$ cat src/inc/lsc_pkg.sv
// Package for the LED sink serial control block: constants, register map and carrier types.
package lsc_pkg;

   // ==========================================================================
   // Geometry
   // ==========================================================================
   localparam int unsigned CHANNELS  = 16;
   localparam int unsigned DC_BITS   = 7;
   localparam int unsigned DC_LEN    = CHANNELS * DC_BITS;   // 112-bit packet
   localparam int unsigned ONOFF_LEN = CHANNELS;             // 16-bit packet

   // ==========================================================================
   // Timing
   // ==========================================================================
   localparam int unsigned CLK_PERIOD_NS  = 10;
   localparam int unsigned CHAN_DELAY_NS  = 20;
   localparam int unsigned CHAN_DELAY_CYC = (CHAN_DELAY_NS / CLK_PERIOD_NS < 1) ? 1
                                            : CHAN_DELAY_NS / CLK_PERIOD_NS;
   localparam int unsigned HIST_DEPTH     = (CHANNELS - 1) * CHAN_DELAY_CYC;
   localparam int unsigned LOD_SAMPLE_US  = 1;
   localparam int unsigned LOD_SAMPLE_CYC = (LOD_SAMPLE_US * 1000 + CLK_PERIOD_NS - 1) / CLK_PERIOD_NS;
   localparam int unsigned LOD_CNT_W      = 8;

   // ==========================================================================
   // Register map (byte addresses)
   // ==========================================================================
   localparam logic [7:0] REG_STATUS   = 8'h00;
   localparam logic [7:0] REG_MASK     = 8'h04;
   localparam logic [7:0] REG_ONOFF    = 8'h08;
   localparam logic [7:0] REG_OPEN_LED = 8'h0C;
   localparam logic [7:0] REG_DC_SEL   = 8'h10;
   localparam logic [7:0] REG_DC_VAL   = 8'h14;
   localparam logic [7:0] REG_PINS     = 8'h18;

   // Status and mask bit positions.
   localparam int unsigned EV_ONOFF_LATCH = 0;
   localparam int unsigned EV_DC_LATCH    = 1;
   localparam int unsigned EV_THERMAL     = 2;
   localparam int unsigned EV_OPEN_LED    = 3;
   localparam int unsigned EV_W           = 4;

   localparam logic [EV_W-1:0] MASK_RESET = 4'h0;
   localparam logic [1:0]      RESP_OKAY   = 2'h0;
   localparam logic [1:0]      RESP_SLVERR = 2'h2;

   // ==========================================================================
   // Carrier types
   // ==========================================================================
   typedef struct packed {
      logic sclk;
      logic sdi;
      logic latch;
      logic mode;
      logic blank;
      logic thermal;
   } lsc_pins_t;

   typedef struct packed {
      logic       valid;
      logic [7:0] addr;
   } lsc_addr_t;

endpackage

$ cat src/design/lsc_top.sv
// LED sink serial control: serial shift path, latches, staggered outputs, fault reporting, AXI4-Lite view.
// ============================================================================
// Overview of operation
// - sixteen 7-bit dot-correction values, code scales current.
// - dot-correction packet is 112 bits, MSB first.
// - mode high selects the 112-bit shift path.
// - latch rise in mode high loads dot correction.
// - blank high forces every output off.
// - on/off packet is 16 bits, MSB first.
// - latch rise in mode low loads on/off bits.
// - latch fall in mode low reloads shifter with open-LED status.
// - each channel lags its index times 20 ns.
// - delayed channels keep blank-low duration exactly.
// - serial clock rising edge shifts serial input in.
// - serial output carries bits leaving the shifter.
// - error output pulls low on thermal or open-LED.
// - thermal flag pulls error low regardless of blank.
// - open-LED trips 1 us after turn-on, blank low.
// - blank high masks open-LED on error output.
// - per-channel open-LED status readable through serial output.
// - mode routes serial pins to on/off or dot-correction.
`timescale 1ns/1ps
`default_nettype none

module lsc_top
   import lsc_pkg::*;
(
   input  wire logic                  mclk,
   input  wire logic                  rst_n,
   input  wire logic                  sclk,
   input  wire logic                  serial_in,
   input  wire logic                  latch_strobe,
   input  wire logic                  mode_sel,
   input  wire logic                  blank,
   input  wire logic                  thermal_hot,
   input  wire logic [CHANNELS-1:0]   out_low_volt,
   output logic                       serial_out,
   output logic                       error_n_o,
   output logic                       error_n_oe,
   output logic [CHANNELS-1:0]        chan_on,
   output logic [DC_LEN-1:0]          dot_corr_value,
   output logic                       irq,
   input  wire logic [31:0]           s_axi_awaddr,
   input  wire logic                  s_axi_awvalid,
   output logic                       s_axi_awready,
   input  wire logic [31:0]           s_axi_wdata,
   input  wire logic [3:0]            s_axi_wstrb,
   input  wire logic                  s_axi_wvalid,
   output logic                       s_axi_wready,
   output logic [1:0]                 s_axi_bresp,
   output logic                       s_axi_bvalid,
   input  wire logic                  s_axi_bready,
   input  wire logic [31:0]           s_axi_araddr,
   input  wire logic                  s_axi_arvalid,
   output logic                       s_axi_arready,
   output logic [31:0]                s_axi_rdata,
   output logic [1:0]                 s_axi_rresp,
   output logic                       s_axi_rvalid,
   input  wire logic                  s_axi_rready
);

   // =========================================================================
   // Pin synchronisers
   // =========================================================================
   // The first stage is read only by the second; edges use stages two and three.
   lsc_pins_t            pin_raw;
   lsc_pins_t            meta_q;
   lsc_pins_t            sync_q;
   lsc_pins_t            last_q;
   logic [CHANNELS-1:0]  low_meta_q;
   logic [CHANNELS-1:0]  low_q;

   assign pin_raw = '{sclk: sclk, sdi: serial_in, latch: latch_strobe, mode: mode_sel,
                      blank: blank, thermal: thermal_hot};

   always_ff @(posedge mclk) begin
      meta_q     <= pin_raw;
      sync_q     <= meta_q;
      last_q     <= sync_q;
      low_meta_q <= out_low_volt;
      low_q      <= low_meta_q;
   end

   wire sclk_rise  = sync_q.sclk & ~last_q.sclk;
   wire latch_rise = sync_q.latch & ~last_q.latch;
   wire latch_fall = ~sync_q.latch & last_q.latch;
   wire therm_rise = sync_q.thermal & ~last_q.thermal;

   // =========================================================================
   // Shift path and latches
   // =========================================================================
   // One 112-bit shifter serves both modes; in on/off mode only the low 16
   // bits count, so the tap for the serial output moves with mode.
   logic [DC_LEN-1:0]    shift_q;
   logic [CHANNELS-1:0]  onoff_q;
   logic [DC_LEN-1:0]    dc_q;
   logic [CHANNELS-1:0]  lod_q;

   wire load_lod  = latch_fall & ~sync_q.mode;
   wire load_on   = latch_rise & ~sync_q.mode;
   wire load_dc   = latch_rise & sync_q.mode;
   wire serial_out_tap  = sync_q.mode ? shift_q[DC_LEN-1] : shift_q[ONOFF_LEN-1];

   always_ff @(posedge mclk) begin
      if (!rst_n) begin
         shift_q <= '0;
      end else if (load_lod) begin
         shift_q[ONOFF_LEN-1:0] <= lod_q;
      end else if (sclk_rise) begin
         shift_q <= {shift_q[DC_LEN-2:0], sync_q.sdi};
      end
   end

   always_ff @(posedge mclk) begin
      if (!rst_n) begin
         onoff_q <= '0;
         dc_q    <= '0;
      end else begin
         if (load_on) begin
            onoff_q <= shift_q[ONOFF_LEN-1:0];
         end
         if (load_dc) begin
            dc_q <= shift_q;
         end
      end
   end

   always_ff @(posedge mclk) begin
      if (!rst_n) begin
         serial_out     <= 1'b0;
         dot_corr_value <= '0;
      end else begin
         serial_out     <= serial_out_tap;
         dot_corr_value <= dc_q;
      end
   end

   // =========================================================================
   // Blanking and staggered outputs
   // =========================================================================
   // Blank gates before the delay line, so every channel stays lit for exactly
   // the blank-low time, merely shifted by its own lag.
   logic [CHANNELS-1:0]  gated_q;
   logic [CHANNELS-1:0]  hist_q [HIST_DEPTH];

   always_ff @(posedge mclk) begin
      if (!rst_n) begin
         gated_q <= '0;
      end else begin
         gated_q <= onoff_q & {CHANNELS{~sync_q.blank}};
      end
   end

   always_ff @(posedge mclk) begin
      if (!rst_n) begin
         for (int k = 0; k < HIST_DEPTH; k++) begin
            hist_q[k] <= '0;
         end
      end else begin
         hist_q[0] <= gated_q;
         for (int k = 1; k < HIST_DEPTH; k++) begin
            hist_q[k] <= hist_q[k-1];
         end
      end
   end

   // =========================================================================
   // Per-channel output and open-LED detection
   // =========================================================================
   logic [CHANNELS-1:0]  lod_trip;
   logic [CHANNELS-1:0]  lod_sample;
   logic [CHANNELS-1:0]  chan_d;

   for (genvar i = 0; i < CHANNELS; i++) begin : g_chan
      logic [LOD_CNT_W-1:0] on_cnt_q;

      assign lod_sample[i] = chan_on[i] && (on_cnt_q == LOD_CNT_W'(LOD_SAMPLE_CYC - 1));

      if (i == 0) begin : g_nodly
         assign chan_d[i] = gated_q[i];
      end else begin : g_dly
         assign chan_d[i] = hist_q[i*CHAN_DELAY_CYC-1][i];
      end

      always_ff @(posedge mclk) begin
         if (!rst_n || !chan_on[i]) begin
            on_cnt_q <= '0;
         end else if (on_cnt_q < LOD_CNT_W'(LOD_SAMPLE_CYC)) begin
            on_cnt_q <= on_cnt_q + LOD_CNT_W'(1);
         end
      end

      assign lod_trip[i] = lod_sample[i] & low_q[i] & ~sync_q.blank;
   end

   always_ff @(posedge mclk) begin
      if (!rst_n) begin
         chan_on <= '0;
         lod_q   <= '0;
      end else begin
         chan_on <= chan_d;
         lod_q   <= (lod_q & ~lod_sample) | lod_trip;
      end
   end

   // =========================================================================
   // Error output
   // =========================================================================
   // Open drain: the pin is only ever pulled low, never driven high.
   wire err_active = sync_q.thermal | ((|lod_q) & ~sync_q.blank);

   always_ff @(posedge mclk) begin
      if (!rst_n) begin
         error_n_o  <= 1'b0;
         error_n_oe <= 1'b0;
      end else begin
         error_n_o  <= 1'b0;
         error_n_oe <= err_active;
      end
   end

   // =========================================================================
   // AXI4-Lite slave
   // =========================================================================
   lsc_addr_t            aw_q;
   logic                 w_got_q;
   logic [31:0]          wdata_q;
   logic [EV_W-1:0]      status_q;
   logic [EV_W-1:0]      mask_q;
   logic [3:0]           dc_sel_q;

   wire aw_hs   = s_axi_awvalid & s_axi_awready;
   wire w_hs    = s_axi_wvalid & s_axi_wready;
   wire ar_hs   = s_axi_arvalid & s_axi_arready;
   wire do_wr   = aw_q.valid & w_got_q & ~s_axi_bvalid;
   wire wr_hit  = (aw_q.addr == REG_MASK) | (aw_q.addr == REG_DC_SEL);
   wire [7:0] ra = s_axi_araddr[7:0];
   wire rd_stat = ar_hs & (ra == REG_STATUS);
   wire rd_hit  = (ra == REG_STATUS) | (ra == REG_MASK) | (ra == REG_ONOFF) | (ra == REG_OPEN_LED)
                | (ra == REG_DC_SEL) | (ra == REG_DC_VAL) | (ra == REG_PINS);

   wire [DC_BITS-1:0] dc_pick = dc_q[dc_sel_q*DC_BITS +: DC_BITS];
   wire [31:0] rd_mux =
        (ra == REG_STATUS)   ? {28'h0, status_q} :
        (ra == REG_MASK)     ? {28'h0, mask_q} :
        (ra == REG_ONOFF)    ? {16'h0, onoff_q} :
        (ra == REG_OPEN_LED) ? {16'h0, lod_q} :
        (ra == REG_DC_SEL)   ? {28'h0, dc_sel_q} :
        (ra == REG_DC_VAL)   ? {25'h0, dc_pick} :
        (ra == REG_PINS)     ? {29'h0, sync_q.thermal, sync_q.blank, sync_q.mode} : 32'h0;

   wire [EV_W-1:0] ev_set = {|lod_trip, therm_rise, load_dc, load_on};
   // Hardware events win over the read that clears the register.
   wire [EV_W-1:0] status_d = (rd_stat ? {EV_W{1'b0}} : status_q) | ev_set;

   always_ff @(posedge mclk) begin
      if (!rst_n) begin
         aw_q          <= '0;
         w_got_q       <= 1'b0;
         wdata_q       <= '0;
         s_axi_awready <= 1'b0;
         s_axi_wready  <= 1'b0;
         s_axi_bvalid  <= 1'b0;
         s_axi_bresp   <= RESP_OKAY;
      end else begin
         s_axi_awready <= ~aw_q.valid & ~aw_hs & ~s_axi_bvalid & ~do_wr;
         s_axi_wready  <= ~w_got_q & ~w_hs & ~s_axi_bvalid & ~do_wr;
         if (aw_hs) aw_q <= '{valid: 1'b1, addr: s_axi_awaddr[7:0]};
         if (w_hs) begin
            w_got_q <= 1'b1;
            wdata_q <= s_axi_wdata;
         end
         if (do_wr) begin
            s_axi_bvalid <= 1'b1;
            s_axi_bresp  <= wr_hit ? RESP_OKAY : RESP_SLVERR;
            aw_q         <= '0;
            w_got_q      <= 1'b0;
         end else if (s_axi_bvalid && s_axi_bready) begin
            s_axi_bvalid <= 1'b0;
         end
      end
   end

   always_ff @(posedge mclk) begin
      if (!rst_n) begin
         mask_q   <= MASK_RESET;
         dc_sel_q <= '0;
      end else if (do_wr && s_axi_wstrb[0]) begin
         if (aw_q.addr == REG_MASK)   mask_q   <= wdata_q[EV_W-1:0];
         if (aw_q.addr == REG_DC_SEL) dc_sel_q <= wdata_q[3:0];
      end
   end

   always_ff @(posedge mclk) begin
      if (!rst_n) begin
         s_axi_arready <= 1'b0;
         s_axi_rvalid  <= 1'b0;
         s_axi_rdata   <= '0;
         s_axi_rresp   <= RESP_OKAY;
      end else begin
         s_axi_arready <= ~s_axi_rvalid & ~ar_hs;
         if (ar_hs) begin
            s_axi_rvalid <= 1'b1;
            s_axi_rdata  <= rd_mux;
            s_axi_rresp  <= rd_hit ? RESP_OKAY : RESP_SLVERR;
         end else if (s_axi_rvalid && s_axi_rready) begin
            s_axi_rvalid <= 1'b0;
         end
      end
   end

   always_ff @(posedge mclk) begin
      if (!rst_n) begin
         status_q <= '0;
         irq      <= 1'b0;
      end else begin
         status_q <= status_d;
         irq      <= |(status_d & mask_q);
      end
   end

   logic [5:0] blank_cnt_q;
   always_ff @(posedge mclk) begin
      if (!rst_n || !sync_q.blank) blank_cnt_q <= '0;
      else if (blank_cnt_q != 6'h3F) blank_cnt_q <= blank_cnt_q + 6'h01;
   end
endmodule

`default_nettype wire

$ cat config.mk
export PLATFORM = sky130hd
export DESIGN_NAME = lsc_top
export DESIGN_NICKNAME = d
export VERILOG_FILES = /design/src/inc/lsc_pkg.sv /design/src/design/lsc_top.sv
export SDC_FILE = /design/constraint.sdc
export NUM_CORES = 1
export LEC_CHECK = 0
export BUFFER_PORTS_ARGS = -buffer_cell sky130_fd_sc_hd__buf_2
export CORE_UTILIZATION = 31
export CTS_BUF_LIST = sky130_fd_sc_hd__clkbuf_4 sky130_fd_sc_hd__clkbuf_8 sky130_fd_sc_hd__clkbuf_16
export DETAILED_ROUTE_END_ITERATION = 10
export PLACE_DENSITY = 0.48
export SLEW_MARGIN = 20
export SYNTH_ARGS = -nofsm -noshare
export SYNTH_HDL_FRONTEND = slang
export SYNTH_SLANG_ARGS = --single-unit
$ cat constraint.sdc
create_clock -name mclk -period 4 [get_ports mclk]
set_input_delay 0 -clock mclk [delete_from_list [all_inputs] [get_ports mclk]]
set_output_delay 0 -clock mclk [all_outputs]
set_load 0.005 [all_outputs]
# Word level (Yosys, flattened, before mapping)
# Memories as Yosys holds them, arrays and structs flattened. A register that Yosys moved wholly into a read port is not among the register bits.
# Cells that the tools add are included.
# word_totals
register_bits	645
ramBits	480
inputBits	129
out_inout_bits	173
word_cells	344
n_memories	1
# classes
addsub	16
multipliers	1
n_lt_le_gt_ge	16
n_eq_ne	24
shift	1
mux	49
n_bitwise	113
reduce_logical	64
# memory_table
name	depth	width	rd	rd_ports_with_merged_regs	write_ports	line_no	text
hist_q	30	16	30	1	30	lsc_top.sv:144	logic [CHANNELS-1:0] hist_q [HIST_DEPTH];
# ops
op	n
$mux W16	36
$add A8 B1 Y8 const B	16
$eq A8 B7 Y1 const B	16
$lt A8 B7 Y1 const B	16
$shiftx A112 B8 Y7	1
$and A1 B1 Y1	53
$or A1 B1 Y1	38
$and A16 B16 Y16	2
$eq A8 B5 Y1 const B	4
$reduce_or A16 Y1	2
$logic_and A1 B1 Y1	19
$logic_not A1 Y1	18
$eq A8 B3 Y1 const B	2
$eq A8 B4 Y1 const B	2
$logic_or A1 B1 Y1	16
$not A1 Y1	16
$not A16 Y16	1
$or A16 B16 Y16	1
$mux W7	2
$logic_not A8 Y1	1
$mul A4 B3 Y7 const B	1
$mux W1	7
$reduce_and A2 Y1	3
$reduce_bool A2 Y1	3
7 further kinds	8

# Depth between registers and ports, before layout
# Gate-level depths: netlist of the first run.
# depth
depth_word	8
depth_mapped	9
ltp_nobuf	6

# Least setup slack after synthesis of the first run
# OpenSTA, ideal clock, no wires.
# synth_timing
kind	register to register
start	reg dc_sel_q[2]
end	reg s_axi_rdata[0]
setup_ns	0.129
arrival_ns	1.837
slack_ns	2.034
path_stages_with_launch	7
synth_period_minus_slack_ns	1.966
path_cell_list	dfxtp_1 > clkbuf_1 > buf_1 > mux4_2 > o211a_1 > a2111oi_0 > o2bb2ai_1
# synth_between
elab_chain_cells	8
# synth_lines
element	line_no	text
start: declaration	lsc_top.sv:230	logic [3:0] dc_sel_q;
start signal: assignment	lsc_top.sv:290	if (aw_q.addr == REG_DC_SEL) dc_sel_q <= wdata_q[3:0];
$mul A4 B3 Y7	lsc_top.sv:242	wire [DC_BITS-1:0] dc_pick = dc_q[dc_sel_q*DC_BITS +: DC_BITS];
$shiftx A112 B8 Y7	lsc_top.sv:242	
$mux W7	lsc_top.sv:249	(ra == REG_DC_VAL) ? {25'h0, dc_pick} :
$mux W7	lsc_top.sv:248	(ra == REG_DC_SEL) ? {28'h0, dc_sel_q} :
$mux W16	lsc_top.sv:247	(ra == REG_OPEN_LED) ? {16'h0, lod_q} :
$mux W16	lsc_top.sv:246	(ra == REG_ONOFF) ? {16'h0, onoff_q} :
$mux W16	lsc_top.sv:245	(ra == REG_MASK) ? {28'h0, mask_q} :
$mux W16	lsc_top.sv:244	(ra == REG_STATUS) ? {28'h0, status_q} :
end signal: assignment	lsc_top.sv:304	s_axi_rdata <= rd_mux;
end: declaration	lsc_top.sv:56	output logic [31:0] s_axi_rdata,
# No other way between the ends.
# A chain may end at the register's enable or synchronous reset.

# Worst setup path after layout of the first run
# layout_timing
start	reg dc_sel_q[0]
end	reg s_axi_rdata[0]
# layout_between
elab_chain_cells	8
# layout_lines
element	line_no
$mul A4 B3 Y7	lsc_top.sv:242
$shiftx A112 B8 Y7	lsc_top.sv:242
$mux W7	lsc_top.sv:249
$mux W7 *	lsc_top.sv:248
$mux W16 *	lsc_top.sv:247
$mux W16 *	lsc_top.sv:246
$mux W16 *	lsc_top.sv:245
$mux W16 *	lsc_top.sv:244
# Every way passes the cells marked *; elsewhere a longest branch is shown, timed or not.

==> qor.csv, run 1 <==
stage,metric,value,unit
route,wire length per cell,16.4,um
placed_design,IO Port Bufs,203,
sta,setup violators final,0,
floorplan,Std-Cell Rows,113,
floorplan,Starting Density,0.313,
synthesis,"EDFF count, synth",0,
layout,share of layout cells above drive strength 1,0.130,
synthesis,Netlist Area Pre-Place,29800,um^2
sta,setup_tns,0,ns
route,DRC viols,0,
clock_network,CTS tree,yes,
floorplan,Die Wd,312,um
grt,total track usage,0.150,
sta,final period utilization,0.842,
synthesis,largest cells by area after synthesis,"dfxtp_1 (58%), and2_1 (8.1%), nand2_1 (7.1%), a21boi_0 (5.9%), mux4_1 (1.8%)",
setup_path,CP max stage cell,dfxtp_2,
hold_path,Hold Path Class,input port to flip-flop,
layout,Multi-input gate area,11600,um^2
layout,Filler Cell Count,9452,
clock_network,Hold Buf Count CTS,103,
setup_path,CP Class,flip-flop to flip-flop,
route,DR pass1 iterations,5,
layout,Final Cell Area,36300,um^2
sta,Max Slew Vio Count,0,
power_and_ir_drop,leakage power,14.4,nW
floorplan,Die Span Y,312,um
route,vias per inst,4.50,
clock_network,CTS Root Cell,clkbuf_16,
setup_path,Startpoint Class,flip-flop,
clock_network,Worst-Skew Late Latency,0.67,ns
setup_path,max incr delay on CP,0.88,ns
hold_path,hold_sp,thermal_hot,
grt,grt total ovfl,0,
synthesis,Netlist cell types,70,
setup_path,worst r2r path cells,7,
clock_network,H-tree depth,3,
synthesis,"Seq/Total Area, Yosys",0.582,
placed_design,dpl cell area,31800,um^2
layout,Nets,3318,
sta,FMAX,297,MHz
clock_network,post-CTS setup buffer count,0,
sta,Hold Fails Final Rpt,0,
floorplan,Top Ports,302,
route,vias,20400,
clock_network,clk sinks,867,
sta,skew final,0.0203,ns
clock_network,TritonCTS Buffers,95,
synthesis,Gate Count Post-Synth,2924,
clock_network,Clock Pin Slew Worst Setup and Hold Paths,0.06,ns
grt,vias in the first global route,19300,
hold_path,worst hold stages,2,
status,status,"finished, final reports clean",
synthesis,Synth area leader,dfxtp_1,
sta,RSZ-0062 raised after global routing,false,
route,number of routed nets with antenna violations,0,
hold_path,WHS Endpoint,meta_q[0]$_DFF_P_,
setup_path,r2r startpoint,dc_sel_q[0]$_SDFFE_PN0P_,
floorplan,total core area,95200,um^2
floorplan,die area,97400,um^2
setup_path,Reg2Reg Setup Slack,0.63,ns
clock_network,clk buf depth,3,
grt,first-pass GRT wire length,114,mm
power_and_ir_drop,Worst VDD drop,0.372,mV
setup_path,Worst Setup SP,dc_sel_q[0]$_SDFFE_PN0P_,
flow_run,max cap viols,0,
setup_path,WP data required,4.59,ns
sta,max_slew headroom,0.233,
grt,initial antenna violation count,5,
layout,Area Growth Syn to Fin,21.7,%
synthesis,post-synthesis register bit count,867,
setup_path,worst r2r dst,s_axi_rdata[0]$_SDFFE_PN0P_,
setup_path,"critical path, cell by cell",nand4_1 > dlygate4sd3_1 > a22oi_1 > dlygate4sd3_1 > o221ai_1 > dlygate4sd3_1 > o2bb2ai_1,
route,initial DRC count,1245,
synthesis,Post-synth ARST share,0,
route,total wire length,74.1,mm
grt,largest net degree at the start of global routing,250,
synthesis,yosys warns,0,
synthesis,Post-synth top flop,dfxtp_1,
power_and_ir_drop,PD cells,512,nW/um^2
setup_path,cell mode on critical path,dlygate4sd3_1,
sta,min Tclk post-route,3.37,ns
placed_design,Placer Congestion,0.794,
setup_path,CP Capture Type,flip-flop,
synthesis,syn avg cell area,10.2,um^2
placed_design,"worst slack, placed",1.24,ns
layout,Reg area,17400,um^2
sta,worst setup margin,0.633,ns
setup_path,crit-path max FO,22,
placed_design,HPWL after DPL,48.0,mm
setup_path,Crit path arrival time,3.96,ns
clock_network,Post-CTS Resized,0,
sta,Least-Margin Pin Slew,1.15,ns
synthesis,Synth top area share,0.582,
-- logic make-up (layout without fill, tap and decap cells) --
group	Yosys count	in the layout	share of synthesized area
DFF	867	867	0.582
AOI/OAI and AO/OA	397	397	0.0996
muxes	79	79	0.0417
xor gates and xnor gates	80	80	0.0235
and+or+nand+nor	1287	1287	0.215
other	1	21	0.000126
adders and majority gates	16	16	0.00671
buffers and inverters	197	507	0.0313
-- how the worst max path moves through the flow --
stage / endpoint / slack [ns]
final: s_axi_rdata[0]$_SDFFE_PN0P_ / 0.63
after CTS: s_axi_rdata[3]$_SDFFE_PN0P_ / 0.68
after global placement: s_axi_rdata[1]$_SDFFE_PN0P_ / 1.27
after floorplan: s_axi_rdata[0]$_SDFFE_PN0P_ / 2.03
after detailed placement: s_axi_rdata[3]$_SDFFE_PN0P_ / 1.24
after global routing: s_axi_rdata[0]$_SDFFE_PN0P_ / 0.49
-- per-stage QoR --
stage | hold WS (ns) | std cells | util | power (mW)
after global routing | 0.0314 | 4518 | 0.381 | 19.3
after detailed placement | 0.104 | 4237 | 0.334 | 9.30
after global placement | 0.102 | 4237 | 0.334 | 9.30
final | 0.0839 | 4519 | 0.381 | 18.6
after CTS | 0.00876 | 4516 | 0.381 | 18.9
after floorplan | 0.0277 | 2942 | - | 9.17
-- layer usage --
metal / global-route usage / part of all wire / vias to the layer above
li1: - / - / 10200
met1: 0.205 / 0.48 / 9620
met2: 0.228 / 0.44 / 391
met3: 0.0311 / 0.051 / 143
met4: 0.0636 / 0.036 / 2
met5: 0 / 0.00016 / -
-- cell usage in the layout (no fill, tap or decap), types with 13 or more instances in the layout --
master and count:
a22oi_1 15, conb_1 19, nand2_1 566, clkbuf_8 17
bufinv_16 13, clkbuf_4 17, a31oi_1 25, o21ai_0 19
buf_2 202, mux2i_1 47, nand4_1 46, dfxtp_1 866
dlygate4sd3_1 103, and3_1 27, a21boi_0 233, or3_1 18
xor2_1 51, nor2b_1 24, mux4_1 20, and2_1 387
clkbuf_16 97, o211a_1 17, clkinv_2 22, xnor2_1 29
nor2_1 124, ha_1 16, a21oi_1 18, nand2b_1 21
-- synth_stat cells (10+ instances only) --
| library cell | instances |
|---|---|
| nor2_1 | 124 |
| nand2_1 | 567 |
| a21boi_1 | 12 |
| xnor2_1 | 29 |
| buf_4 | 34 |
| o211a_1 | 17 |
| nand4_1 | 46 |
| and2_1 | 388 |
| and3_1 | 27 |
| or4_1 | 11 |
| a22oi_1 | 15 |
| nand2b_1 | 22 |
| a21boi_0 | 233 |
| or3_1 | 18 |
| xor2_1 | 51 |
| mux4_2 | 10 |
| nor2b_1 | 25 |
| clkbuf_1 | 129 |
| ha_1 | 16 |
| mux2i_1 | 47 |
| o31ai_1 | 10 |
| a31oi_1 | 25 |
| mux4_1 | 20 |
| nand3_1 | 12 |
| dfxtp_1 | 867 |
| buf_2 | 20 |
| a21oi_1 | 18 |
| o21ai_0 | 20 |
-- flip-flops by register name, indices dropped and copies added, names as in the netlist, 6 cells and up --
name / flops
aw_q: 9
chan_on: 15
dc_q: 112
dot_corr_value: 112
g_chan.on_cnt_q: 128
gated_q: 16
hist_q: 241
lod_q: 16
low_meta_q: 16
low_q: 16
meta_q: 6
onoff_q: 16
s_axi_rdata: 16
shift_q: 112
sync_q: 6
-- where the power goes --
part           leakage, nW  switching, mW  total [mW]  internal, mW
Combinational         5.68          0.265       0.445         0.181
Sequential            7.00         0.0465        8.74          8.69
Clock                 1.72           3.65        9.40          5.75
Total                 14.4           3.96        18.6          14.6
-- worst max-delay path, delay by kind of cell, from the launching register on --
family,cells,cell delay [ns]
flops,1,0.88
compound gates,3,0.48
buf+inv,3,1.77
simple gates,1,0.14
-- cell type report --
| class | instances | share of cell area |
|---|---|---|
| Sequential cell | 867 | 0.478 |
| Multi-Input combinational cell | 1878 | 0.320 |
| Tap cell | 1265 | 0.0436 |
| Antenna cell | 2 | 0.000138 |
| Clock buffer | 131 | 0.0769 |
| Inverter | 7 | 0.000724 |
| Timing Repair Buffer | 324 | 0.0627 |
| Clock inverter | 45 | 0.0172 |
(Power assumes the default switching activity.)
==> run 2: changes to the inputs <==
--- a/config.mk
+++ b/config.mk
@@ -9,7 +9,7 @@
 export CORE_UTILIZATION = 31
 export CTS_BUF_LIST = sky130_fd_sc_hd__clkbuf_4 sky130_fd_sc_hd__clkbuf_8 sky130_fd_sc_hd__clkbuf_16
 export DETAILED_ROUTE_END_ITERATION = 10
-export PLACE_DENSITY = 0.48
+export PLACE_DENSITY = 0.5
 export SLEW_MARGIN = 20
 export SYNTH_ARGS = -nofsm -noshare
 export SYNTH_HDL_FRONTEND = slang
==> constraint.sdc (replaced) <==
create_clock -name mclk -period 2.77 [get_ports mclk]
set_input_delay 0 -clock mclk [delete_from_list [all_inputs] [get_ports mclk]]
set_output_delay 0 -clock mclk [all_outputs]
set_load 0.005 [all_outputs]
==> run 2 against run 1 <==
Via count rose by 0.43%. Register-to-register slack got worse by 0.19 ns. Flip-flop and latch count did not move. First-iteration DRC count rose by 4.1%. Critical path depth rose by 1. Count of clock-buffer cells in the layout rose by 1. Design area rose by 0.80%. Global-route usage rose by 0.14 points. Setup slack got worse by 0.45 ns. Largest cell class unchanged.
==> qor.csv, run 2 (synthesis results as in run 1) <==
stage,metric,value,unit
status,status,"finished, final reports clean",
setup_path,r2r startpoint,dc_sel_q[0]$_SDFFE_PN0P_,
route,DR pass1 iterations,5,
hold_path,hold_sp,s_axi_araddr[1],
route,wire length per cell,16.4,um
setup_path,worst r2r dst,s_axi_rdata[1]$_SDFFE_PN0P_,
route,DRC viols,0,
layout,share of layout cells above drive strength 1,0.134,
route,number of routed nets with antenna violations,0,
power_and_ir_drop,Worst VDD drop,0.560,mV
layout,"commonest cells after routing, fill and taps aside","dfxtp_1 (866), nand2_1 (566), and2_1 (388), a21boi_0 (233), buf_2 (202)",
sta,final period utilization,0.933,
clock_network,clk sinks,867,
floorplan,die area,97400,um^2
layout,Final Cell Area,36600,um^2
placed_design,IO Port Bufs,203,
setup_path,Reg2Reg Setup Slack,0.44,ns
layout,Filler Cell Count,9393,
floorplan,Std-Cell Rows,113,
layout,Multi-input gate area,11600,um^2
route,initial DRC count,1296,
grt,largest net degree at the start of global routing,154,
grt,total track usage,0.151,
power_and_ir_drop,leakage power,14.5,nW
floorplan,Top Ports,302,
setup_path,Startpoint Class,input port,
clock_network,post-CTS setup buffer count,0,
layout,max FFs per register,241,
grt,grt total ovfl,0,
clock_network,Worst-Skew Late Latency,0.65,ns
setup_path,Crit path arrival time,3.10,ns
sta,Least-Margin Pin Slew,0.894,ns
floorplan,Starting Density,0.313,
clock_network,clk buf depth,3,
layout,largest registers,"hist_q (241), g_chan.on_cnt_q (128)",
layout,Nets,3332,
setup_path,CP Class,input port to flip-flop,
grt,vias in the first global route,19500,
setup_path,WP data required,3.29,ns
hold_path,WHS Endpoint,s_axi_rdata[1]$_SDFFE_PN0P_,
sta,skew final,0.0184,ns
hold_path,worst hold stages,6,
clock_network,Clock Pin Slew Worst Setup and Hold Paths,0.06,ns
layout,"commonest non-fill, non-tap cell in the layout",dfxtp_1,
sta,setup violators final,0,
grt,initial antenna violation count,2,
clock_network,TritonCTS Buffers,95,
placed_design,HPWL after DPL,48.8,mm
floorplan,Die Wd,312,um
floorplan,Die Span Y,312,um
setup_path,worst r2r path cells,6,
layout,largest reg by FF count,hist_q,
clock_network,H-tree depth,3,
sta,setup_tns,0,ns
layout,Area Growth Syn to Fin,22.7,%
sta,Hold Fails Final Rpt,0,
route,vias per inst,4.51,
placed_design,Placer Congestion,0.796,
sta,max_slew headroom,0.398,
sta,RSZ-0062 raised after global routing,false,
setup_path,crit-path max FO,4,
layout,Reg area,17400,um^2
hold_path,Hold Path Class,input port to flip-flop,
sta,FMAX,387,MHz
sta,min Tclk post-route,2.58,ns
route,total wire length,74.5,mm
setup_path,CP Capture Type,flip-flop,
placed_design,dpl cell area,32100,um^2
power_and_ir_drop,PD cells,740,nW/um^2
flow_run,max cap viols,0,
floorplan,total core area,95200,um^2
clock_network,Post-CTS Resized,0,
sta,worst hold slack,0.0594,ns
sta,Max Slew Vio Count,0,
clock_network,CTS tree,yes,
route,vias,20400,
clock_network,CTS Root Cell,clkbuf_16,
grt,first-pass GRT wire length,115,mm
## run 2: cell types whose count changed in the layout (fill, tap and decap cells not counted), sizes merged
| cell | previous run | this run |
|---|---|---|
| buf | 221 | 238 |
| bufinv | 13 | 16 |
| clkbuf | 131 | 132 |
| clkinv | 27 | 23 |
| clkinvlp | 1 | 6 |
| diode | 2 | 1 |
| dlygate4sd3 | 103 | 100 |
| inv | 11 | 5 |
## run 2: power breakdown
group,switching [mW],leakage (nW),internal [mW]
clock network,5.13,1.73,8.63
logic,0.393,5.79,0.281
registers,0.0680,7.00,12.6
total,5.59,14.5,21.5
## run 2: worst max path at each step
stage / from / end / slack (ns) / cells after the start
2_1_floorplan: dc_sel_q[2]$_SDFFE_PN0P_ / s_axi_rdata[0]$_SDFFE_PN0P_ / 0.80 / 6
3_3_place_gp: dc_sel_q[0]$_SDFFE_PN0P_ / s_axi_rdata[1]$_SDFFE_PN0P_ / 0.47 / 6
3_5_place_dp: dc_sel_q[0]$_SDFFE_PN0P_ / s_axi_rdata[1]$_SDFFE_PN0P_ / 0.43 / 6
4_1_cts: s_axi_araddr[5] / s_axi_rdata[0]$_SDFFE_PN0P_ / 0.23 / 8
5_1_grt: s_axi_araddr[5] / s_axi_rdata[0]$_SDFFE_PN0P_ / 0.14 / 8
6_report: s_axi_araddr[5] / s_axi_rdata[0]$_SDFFE_PN0P_ / 0.19 / 8
## run 2: final cells by class
cell class | instances | area share
multi-input combinational | 1878 | 0.318
sequential | 867 | 0.475
clock buffer | 132 | 0.0775
tap | 1265 | 0.0433
timing repair buffer | 338 | 0.0681
clock inverter | 43 | 0.0180
inverter | 7 | 0.000719
antenna | 1 | 0.0000684
## run 2: metal layers
metal	share of wire	up-vias	wire [um]	GRT usage
met5	0.00021	-	16	0
met3	0.044	146	3260	0.0297
met1	0.49	9716	36200	0.209
li1	-	10200	-	-
met2	0.44	365	32600	0.230
met4	0.033	2	2460	0.0597
## run 2: worst max-delay path, stage by stage
cell and delay [ns]:
dlygate4sd3_1 0.56, buf_2 0.15, or4_4 0.56, dlygate4sd3_1 0.65, or3_1 0.37, o221ai_1 0.18, dlygate4sd3_1 0.58, o2bb2ai_1 0.06
## run 2: metrics by stage
step	util	cells	total power, mW	setup slack, ns
final	0.384	4531	27.1	0.185
after global routing	0.384	4530	28.0	0.138
after CTS	0.384	4530	27.5	0.234
after floorplan	-	2942	13.2	0.804
after global placement	0.337	4255	13.5	0.474
after detailed placement	0.337	4255	13.5	0.432
## run 2: what timing repair did
item | 4_1_cts | 5_1_grt
endpoints found under the setup margin | 0 | 0
hold endpoints to repair | 101 | 0
hold buffers | 100 | 0
